`src/seq_defines.svh`:
```
// Constants for the positioning sequencer: sizes, codes, limits.
// Included by seq_pkg.sv, positioning_sequencer.sv and the checker.
`ifndef SEQ_DEFINES_SVH
`define SEQ_DEFINES_SVH
`define ENTRY_COUNT 63
`define LAST_ENTRY 6'h3f
`define CHAIN_MAX 3'h4
`define PROFILE_COUNT 4
`define UNIT_COARSE_NM 10_000
`define UNIT_FINE_NM 1_000
// Push speed limit, 25 mm/s in 0.01 mm/s units
`define PUSH_SPEED_MAX 24'h00_09c4
`define NVM_ENDURANCE 100_000
`endif

```
`src/seq_pkg.sv`:
```
// Types for the positioning sequencer.
// Assumes seq_defines.svh sits in the same folder.
`include "seq_defines.svh"
package seq_pkg;
    typedef enum logic [1:0] {
        FN_UNSET = 2'b00,
        FN_SINGLE = 2'b01,
        FN_LINKED = 2'b10,
        FN_PUSH = 2'b11
    } func_t;
    typedef enum logic [1:0] {
        ST_IDLE = 2'b00,
        ST_MOVE = 2'b01,
        ST_WAIT = 2'b10
    } state_t;
endpackage : seq_pkg

```
`src/positioning_sequencer.sv`:
```
// Positioning sequencer: entry table, single and linked moves,
// sequence-forward stepping, absolute and incremental targets, preset.
// Assumes a motion engine that takes one segment and reports done.
`timescale 1ns/100ps
`default_nettype none
`include "seq_defines.svh"

// How it works
// - Preset input loads current position as preset
// - Absolute preset pulses a nonvolatile write
// - Table holds entries one through sixty-three
// - Entry: mode, distance, speed, function, profile
// - One starting speed shared by all entries
// - Profile index picks one of four combinations
// - Absolute target is distance from home
// - Incremental target adds to current position
// - Unit 0.01 mm, fine models 0.001 mm
// - Start runs the entry on select inputs
// - Single entry moves its distance then stops
// - Linked start runs up to four entries
// - Linked entry sixty-three runs as single
// - First entry's profile governs whole chain
// - Linked fourth entry raises bad data alarm
// - Push segment ending a linked chain runs at starting speed
// - Direction change ends the linked chain
// - Select zero enters sequence-forward mode
// - Each start runs next step; chain counts once
// - Listed events restart sequence at entry one
// - Push above 25 mm/s raises alarm instead
module positioning_sequencer
    import seq_pkg::*;
#(
    parameter int POS_W = 24,
    parameter int SPD_W = 24
) (
    // Clock and reset
    input wire logic clk,
    input wire logic reset,
    // Table write port
    input wire logic wr_en,
    input wire logic [5:0] wr_index,
    input wire logic wr_abs,
    input wire logic signed [POS_W-1:0] wr_distance,
    input wire logic [SPD_W-1:0] wr_speed,
    input wire logic [1:0] wr_func,
    input wire logic [1:0] wr_profile,
    // Shared configuration
    input wire logic [SPD_W-1:0] start_speed,
    input wire logic fine_pitch,
    input wire logic preset_selected,
    input wire logic absolute_mode,
    // Host inputs
    input wire logic start,
    input wire logic [5:0] data_select_inputs,
    input wire logic preset,
    input wire logic alarm_reset,
    input wire logic estop_release,
    input wire logic stop,
    input wire logic continuous_op,
    input wire logic release_hold,
    input wire logic pendant_external_mode,
    // Motion engine
    input wire logic seg_done,
    input wire logic signed [POS_W-1:0] actual_position,
    // Motion engine command
    output logic seg_valid,
    output logic signed [POS_W-1:0] seg_target,
    output logic [SPD_W-1:0] seg_speed,
    output logic [1:0] seg_profile,
    output logic seg_push,
    output logic seg_last,
    output logic [15:0] unit_nm,
    // Status
    output logic busy,
    output logic [5:0] seq_pointer,
    output logic bad_operating_data_alarm,
    output logic signed [POS_W-1:0] preset_position,
    output logic nvm_write
);
    // Entry table; index 0 unused
    logic abs_mem [1:`ENTRY_COUNT];
    logic signed [POS_W-1:0] dist_mem [1:`ENTRY_COUNT];
    logic [SPD_W-1:0] spd_mem [1:`ENTRY_COUNT];
    func_t func_mem [1:`ENTRY_COUNT];
    logic [1:0] prof_mem [1:`ENTRY_COUNT];

    state_t state_r;
    state_t state_nxt;
    logic [5:0] cur_r;
    logic [5:0] cur_nxt;
    logic [2:0] depth_r;
    logic [2:0] depth_nxt;
    logic [1:0] chain_prof_r;
    logic signed [POS_W-1:0] base_r;
    logic dir_r;
    logic pend_r;
    logic ext_d_r;

    // Entry decode for the entry about to run
    // Entry 0 is never fetched; cur_ok guards every table read
    wire logic cur_ok = (cur_r != 6'h00);
    wire logic cur_abs = cur_ok ? abs_mem[cur_r] : 1'b0;
    wire logic signed [POS_W-1:0] cur_dist =
        cur_ok ? dist_mem[cur_r] : '0;
    wire logic [SPD_W-1:0] cur_spd = cur_ok ? spd_mem[cur_r] : '0;
    wire func_t cur_fn_raw = cur_ok ? func_mem[cur_r] : FN_UNSET;
    wire logic [1:0] cur_prof = cur_ok ? prof_mem[cur_r] : 2'b00;
    wire logic cur_is_63 = (cur_r == `LAST_ENTRY);
    wire func_t cur_fn = (cur_is_63 && cur_fn_raw == FN_LINKED) ?
        FN_SINGLE : cur_fn_raw;
    wire logic signed [POS_W-1:0] cur_target = cur_abs ?
        cur_dist : base_r + cur_dist;
    // Equal target counts as forward, so a null step splits only a reverse chain
    wire logic cur_dir = (cur_target < base_r);
    wire logic first_seg = (depth_r == 3'h0);
    wire logic dir_break = !first_seg && (cur_dir != dir_r);
    wire logic fourth_linked = (depth_r == 3'h3) &&
        (cur_fn == FN_LINKED);
    wire logic push_fast = (cur_fn == FN_PUSH) &&
        (cur_spd > `PUSH_SPEED_MAX);
    wire logic bad_data = fourth_linked || push_fast;
    wire logic links_on = (cur_fn == FN_LINKED) && !fourth_linked;
    wire logic [5:0] nxt_entry = cur_r + 6'h01;
    wire func_t nxt_fn = (cur_is_63 || !cur_ok) ?
        FN_UNSET : func_mem[nxt_entry];

    // Sequence pointer restart events
    wire logic ext_left = ext_d_r && !pendant_external_mode;
    wire logic preset_evt = preset && preset_selected;
    wire logic seq_restart = alarm_reset || estop_release || stop ||
        preset_evt || continuous_op || release_hold || ext_left;
    wire logic seq_mode = (data_select_inputs == 6'h00);
    wire logic [5:0] launch_entry = seq_mode ? seq_pointer :
        data_select_inputs;
    // Stop-type events also end a run; preset only restarts stepping
    wire logic abort = stop || alarm_reset || estop_release ||
        continuous_op || release_hold;

    // A start is taken only while idle, alarm clear, entry nonzero
    wire logic start_ok = start && !bad_operating_data_alarm &&
        launch_entry != 6'h00;
    // Chain splits at a direction change, next sequence-forward start resumes
    wire logic move_end = bad_data || !cur_ok || cur_fn == FN_UNSET ||
        dir_break;

    // Table write, entries 1..63 only
    // Only the function field is cleared: an unwritten entry must read
    // as unset so stepping wraps; its other fields are then unused
    always_ff @(posedge clk) begin
        if (reset) begin
            for (int i = 1; i <= `ENTRY_COUNT; i++) begin
                func_mem[i] <= FN_UNSET;
            end
        end else if (wr_en && wr_index != 6'h00) begin
            abs_mem[wr_index] <= wr_abs;
            dist_mem[wr_index] <= wr_distance;
            spd_mem[wr_index] <= wr_speed;
            func_mem[wr_index] <= func_t'(wr_func);
            prof_mem[wr_index] <= wr_profile;
        end
    end

    // Sequencer control
    always_comb begin
        state_nxt = state_r;
        cur_nxt = cur_r;
        depth_nxt = depth_r;
        case (state_r)
            ST_IDLE: begin
                if (start_ok) begin
                    cur_nxt = launch_entry;
                    depth_nxt = 3'h0;
                    state_nxt = ST_MOVE;
                end
            end
            ST_MOVE: begin
                if (move_end) begin
                    state_nxt = ST_IDLE;
                end else begin
                    state_nxt = ST_WAIT;
                end
            end
            ST_WAIT: begin
                if (seg_done) begin
                    if (pend_r) begin
                        cur_nxt = nxt_entry;
                        depth_nxt = depth_r + 3'h1;
                        state_nxt = ST_MOVE;
                    end else begin
                        state_nxt = ST_IDLE;
                    end
                end
            end
            default: state_nxt = ST_IDLE;
        endcase
        if (abort) begin
            state_nxt = ST_IDLE;
        end
    end

    always_ff @(posedge clk) begin
        if (reset) begin
            state_r <= ST_IDLE;
            cur_r <= 6'h00;
            depth_r <= 3'h0;
        end else begin
            state_r <= state_nxt;
            cur_r <= cur_nxt;
            depth_r <= depth_nxt;
        end
    end

    // Segment issue and chain bookkeeping
    wire logic issue = (state_r == ST_MOVE) && !abort && cur_ok &&
        cur_fn != FN_UNSET && !bad_data && !dir_break;
    wire logic [1:0] issue_prof = first_seg ? cur_prof :
        chain_prof_r;
    // A lone push keeps its own speed; at a chain end it slows down
    wire logic [SPD_W-1:0] issue_spd =
        (cur_fn == FN_PUSH && !first_seg) ? start_speed : cur_spd;

    wire logic issue_push = (cur_fn == FN_PUSH);

    // Command outputs other than seg_valid hold their value until the next issue
    always_ff @(posedge clk) begin
        if (reset) begin
            seg_valid <= 1'b0;
            seg_target <= '0;
            seg_speed <= '0;
            seg_profile <= 2'b00;
            seg_push <= 1'b0;
            seg_last <= 1'b0;
        end else begin
            seg_valid <= issue;
            if (issue) begin
                seg_target <= cur_target;
                seg_speed <= issue_spd;
                seg_profile <= issue_prof;
                seg_push <= issue_push;
                seg_last <= !links_on;
            end
        end
    end

    // Chain bookkeeping; base follows the last target, not the engine,
    // so an incremental chain never adds a stale position
    always_ff @(posedge clk) begin
        if (reset) begin
            chain_prof_r <= 2'b00;
            base_r <= '0;
            dir_r <= 1'b0;
            pend_r <= 1'b0;
        end else if (issue) begin
            chain_prof_r <= issue_prof;
            base_r <= cur_target;
            dir_r <= cur_dir;
            pend_r <= links_on;
        end else if (state_r == ST_IDLE) begin
            base_r <= actual_position;
        end
    end

    // Sequence-forward pointer
    // Pointer also moves in selected mode; only stepping reads it
    wire logic run_ends = (state_r == ST_WAIT) && seg_done && !pend_r;
    wire logic split_ends = (state_r == ST_MOVE) && dir_break && !abort;
    wire logic [5:0] ptr_after = (nxt_fn == FN_UNSET) ?
        6'h01 : nxt_entry;

    always_ff @(posedge clk) begin
        if (reset) begin
            seq_pointer <= 6'h01;
        end else begin
            if (seq_restart) begin
                seq_pointer <= 6'h01;
            end else if (split_ends) begin
                seq_pointer <= cur_r;
            end else if (run_ends) begin
                seq_pointer <= ptr_after;
            end
        end
    end

    // Mode history; only a falling edge of the pendant mode restarts
    always_ff @(posedge clk) begin
        if (reset) begin
            ext_d_r <= 1'b0;
        end else begin
            ext_d_r <= pendant_external_mode;
        end
    end

    // Alarm, preset, status
    wire logic alarm_set = (state_r == ST_MOVE) && bad_data;
    // Set wins over a clear in the same cycle
    wire logic alarm_nxt = alarm_set ||
        (bad_operating_data_alarm && !alarm_reset);
    // Each pulse costs one nonvolatile write cycle; a held preset
    // writes on every cycle, so the host must keep it short
    wire logic nvm_nxt = preset_evt && absolute_mode;
    // Busy looks ahead so it rises on the edge that takes start
    wire logic busy_nxt = (state_nxt != ST_IDLE);
    wire logic [15:0] unit_nxt = fine_pitch ?
        16'(`UNIT_FINE_NM) : 16'(`UNIT_COARSE_NM);

    always_ff @(posedge clk) begin
        if (reset) begin
            bad_operating_data_alarm <= 1'b0;
        end else begin
            bad_operating_data_alarm <= alarm_nxt;
        end
    end

    always_ff @(posedge clk) begin
        if (reset) begin
            preset_position <= '0;
        end else if (preset_evt) begin
            preset_position <= actual_position;
        end
    end

    always_ff @(posedge clk) begin
        if (reset) begin
            nvm_write <= 1'b0;
            busy <= 1'b0;
        end else begin
            nvm_write <= nvm_nxt;
            busy <= busy_nxt;
        end
    end

    // Unit is registered; it follows fine_pitch one cycle later, even while a move runs
    always_ff @(posedge clk) begin
        if (reset) begin
            unit_nm <= 16'(`UNIT_COARSE_NM);
        end else begin
            unit_nm <= unit_nxt;
        end
    end
endmodule : positioning_sequencer
`default_nettype wire

```
`config.mk`:
```
export PLATFORM = sky130hd
export DESIGN_NAME = positioning_sequencer
export DESIGN_NICKNAME = d
export VERILOG_FILES = /design/src/seq_pkg.sv /design/src/positioning_sequencer.sv
export VERILOG_INCLUDE_DIRS = /design/src
export SDC_FILE = /design/constraint.sdc
export NUM_CORES = 2
export LEC_CHECK = 0
export BUFFER_PORTS_ARGS = -buffer_cell sky130_fd_sc_hd__buf_2
export CAP_MARGIN = 30
export CORE_ASPECT_RATIO = 0.75
export CORE_MARGIN = 5
export CORE_UTILIZATION = 55
export CTS_CLUSTER_DIAMETER = 200
export DETAILED_ROUTE_END_ITERATION = 6
export PLACE_DENSITY = 0.76
export REMOVE_ABC_BUFFERS = 1
export SYNTH_ARGS = -nofsm -noshare
export SYNTH_HDL_FRONTEND = slang
export SYNTH_SLANG_ARGS = --single-unit
export TNS_END_PERCENT = 30
```
`constraint.sdc`:
```
create_clock -name clk -period 8.6 [get_ports clk]
set_clock_uncertainty 0.15 [all_clocks]
set_input_delay 1.29 -clock clk [delete_from_list [all_inputs] [get_ports clk]]
set_output_delay 1.29 -clock clk [all_outputs]
set_load 0.005 [all_outputs]
```
==> flow_summary.yaml <==
run_status:
  status: "finished clean"
hold_path:
  holdCritStartpoint: "preset_position[7]"
  hold_end: "preset_position[7]"
  holdPathStages: 2
  hold_path.class: "reg2reg"
layout:
  final_util_pct: 62.1
  fill_cells: 16300
  drive_gt1_share_pct: 28.0
  stdcell_area_um2: 155000
  syn_to_final_growth_pct: 12.7
  fin_nets: 7214
setup_path:
  timing.rr.end: "base_r[13]"
  worstSetupStartpointType: "flop"
  r2r_slack_ps: 410
  cp.required_ps: 9220
  worstPathArrival_ps: 8800
  cp_max_fo: 20
  worst_setup_path_end_kind: "flop"
  crit_type: "reg2reg"
  reg2reg_depth: 26
global_route:
  antenna_found_initial: 37
  grt_usage_pct: 31.4
  grt_pass1_vias: 73700
  grt_pass1_wl_mm: 574
  grt_overflow: 0
  grt_max_degree: 149
synth:
  synthDistinctLibCells: 81
  synth_area_um2: 137000
  async_flop_share_pct: 0
  ys_ff_latch: 3473
  synth_top_flop_cell: "edfxtp_1"
  synth_area_leaders: "edfxtp_1 73%, mux4_2 16%, dfxtp_1 1.9%"
  yosys.area.top_type: "edfxtp_1"
  synth-seq-area-share_pct: 74.9
  synth_edf_count: 3341
  synth_cells: 6600
  synth_top_area_share_pct: 73.0
  syn_area_per_cell_um2: 20.8
  ys_warn_count: 0
floorplanning:
  initial_utilization_pct: 55.1
  coreArea_um2: 249000
  dieArea_um2: 260000
  die_w_um: 587
  rows: 159
  io_pins: 230
  chipHeight_um: 443
placed_design:
  routabilityCongestion: 0.889
  hpwlAfterDp_mm: 220
  portBuffers: 220
  dpl-instance-area_um2: 144000
clock_network:
  cts_resized: 0
  insertion_delay_ps: 910
  clk_pin_slew_ps: 60
  cts_root_buffer: "clkbuf_16"
  numCtsBuffers: 324
  htreeDepth: 5
  clock_sinks: 3473
  cts_tree: "yes"
  ctsHoldBuffers: 0
  clk_path_buf_depth: 4
timing:
  fin_crit_sh_pct: 95.2
  worst_slew_pin_slew_ps: 1110
  rsz0062_at_grt: "false"
  slew_headroom_pct: 26.0
  max_freq_ghz: 0.122
  setup_viol: 0
  maxSlewViolCount: 0
  period_needed_ps: 8190
  finalHoldViolCount: 0
power:
  p_leak_nw: 48.4
  cellPowerDensity_nw_per_um2: 231
  ir_drop_mv: 0.185
detailed_routing:
  drtIter0Drc: 14300
  drt_first_pass_iters: 7
  via_count: 75900
  avgRoutedWirePerCell_um: 39.0
  vias_per_cell: 7.16
  drc_errors: 0
  drt.antenna.violating_nets: 0
  wirelength_mm: 414
flow_run:
  maxCapViolations: 0
-- synth_stat cells, types with 15 or more instances --
master and number:
inv_1 48, edfxtp_1 3341, buf_1 23, o21ai_0 93, a31oi_1 57, a22oi_1 55, nor2b_1 22, a21o_1 17
a211oi_1 104, mux2i_1 126, a22o_1 20, buf_4 62, dfxtp_1 132, clkbuf_1 219, and2_1 85, buf_2 90
a221oi_1 15, nand3_1 43, nand2_1 192, nor2_1 210, a311oi_1 40, a21oi_1 180, and3_1 76, buf_6 32
mux4_2 949, ha_1 51, nor3_1 80, nand4_1 21
-- what timing repair did --
item,CTS,global route
setup endpoints to repair,0,50
setup buffers,0,9
hold endpoints to repair,0,0
-- report_power, final --
| group | leakage [nW] | switching [W] | internal (W) | total (W) |
|---|---|---|---|---|
| combinational | 12.1 | 0.00161 | 0.00104 | 0.00265 |
| sequential | 31.2 | 0.0000680 | 0.0186 | 0.0187 |
| clock | 5.13 | 0.00626 | 0.00825 | 0.0145 |
-- worst max-delay path, cell delays in order, from the launching register on --
cell	delay (ps)
dfxtp_4	350
buf_12	180
buf_12	210
buf_12	220
mux4_2	540
mux4_2	530
mux4_2	680
and2_1	230
ha_1	380
nand3_1	130
a2111o_1	350
a211o_1	290
a21boi_0	330
nor3_1	100
or3b_2	500
a21o_1	200
and2_1	170
ha_1	470
nand4_1	130
nor2_1	190
o211ai_1	170
nand4_1	140
o22ai_2	110
xnor3_1	440
buf_4	350
a211oi_1	160
a311oi_1	310
-- kinds of logic (layout without fill, tap and decap cells) --
group                      Yosys count  in the layout  share of synthesized area (%)
AOI/OAI and AO/OA                  696            696                           3.38
muxes                             1084           1084                           16.5
xor gates and xnor gates            22             22                          0.160
buffers and inverters              477           1155                           1.74
adders and majority gates           52             52                          0.479
other                                2             33                        0.00546
DFF                               3473           3473                           74.9
and+or+nand+nor                    794            794                           2.81
-- cells in the final DEF, fill, tap and decap left out, drive strengths merged, types with 11 or more instances in the layout --
master,count
and3,76
nand2b,14
a211o,13
o31ai,14
clkbuf,405
ha,51
dfxtp,132
mux2i,126
nor3,80
mux4,949
a21o,17
or3,14
a21oi,181
a311oi,40
nand2,192
nand4,21
a31oi,58
buf,525
o211ai,13
nor2,210
and2,86
clkinv,115
nor2b,22
conb,11
bufinv,37
inv,61
a211oi,104
a22oi,55
edfxtp,3341
o22ai,14
diode,22
a22o,20
o21ai,94
a221oi,15
xor2,11
clkinvlp,12
nand3,43
-- area by class of cell --
class / count / area [um2] / share of cell area, %
timing repair buffer: 526 / 4430 / 2.86
sequential: 3473 / 103000 / 66.4
multi-input combinational: 2659 / 32700 / 21.1
clock inverter: 175 / 1890 / 1.22
tap: 3300 / 4130 / 2.66
clock buffer: 404 / 8620 / 5.56
inverter: 50 / 188 / 0.121
antenna: 22 / 55.1 / 0.0355
-- flip-flops by register name, indices dropped and copies added, names as in the netlist, named ones only --
signal,flops
ext_d_r,1
preset_position,24
dir_r,1
cur_r,6
seg_push,1
abs_mem,63
bad_operating_data_alarm,1
seq_pointer,6
base_r,24
state_r,2
chain_prof_r,2
spd_mem,1512
dist_mem,1512
depth_r,3
pend_r,1
seg_valid,1
seg_target,24
unit_nm,2
func_mem,128
busy,1
seg_speed,24
nvm_write,1
prof_mem,126
seg_last,1
-- layer usage --
metal | global-route usage, % | share of wire, %
met1 | 43.7 | 33
met2 | 46.2 | 45
met3 | 10.8 | 17
met4 | 12.5 | 4.7
met5 | 0 | 0.026
-- metrics by stage --
stage	worst slack (ps)	power [W]	std cells	hold slack, ps	setup TNS, ps
finish	414	0.0359	10600	302	0
global route	53.8	0.0368	10600	316	0
CTS	264	0.0359	10600	302	0
detailed placement	295	0.0216	9982	293	0
global placement	469	0.0216	9967	290	0
floorplan	-30800	0.0219	6182	297	-2676600
-- worst max path at each step --
| stage | slack, ps | endpoint | startpoint |
|---|---|---|---|
| floorplan | -30800 | seg_speed[0] | flop |
| detailed placement | 290 | base_r[13] | flop |
| global route | 50 | base_r[6] | flop |
| global placement | 470 | base_r[18] | flop |
| finish | 410 | base_r[13] | flop |
| CTS | 260 | base_r[13] | flop |
(Power assumes the default switching activity.)
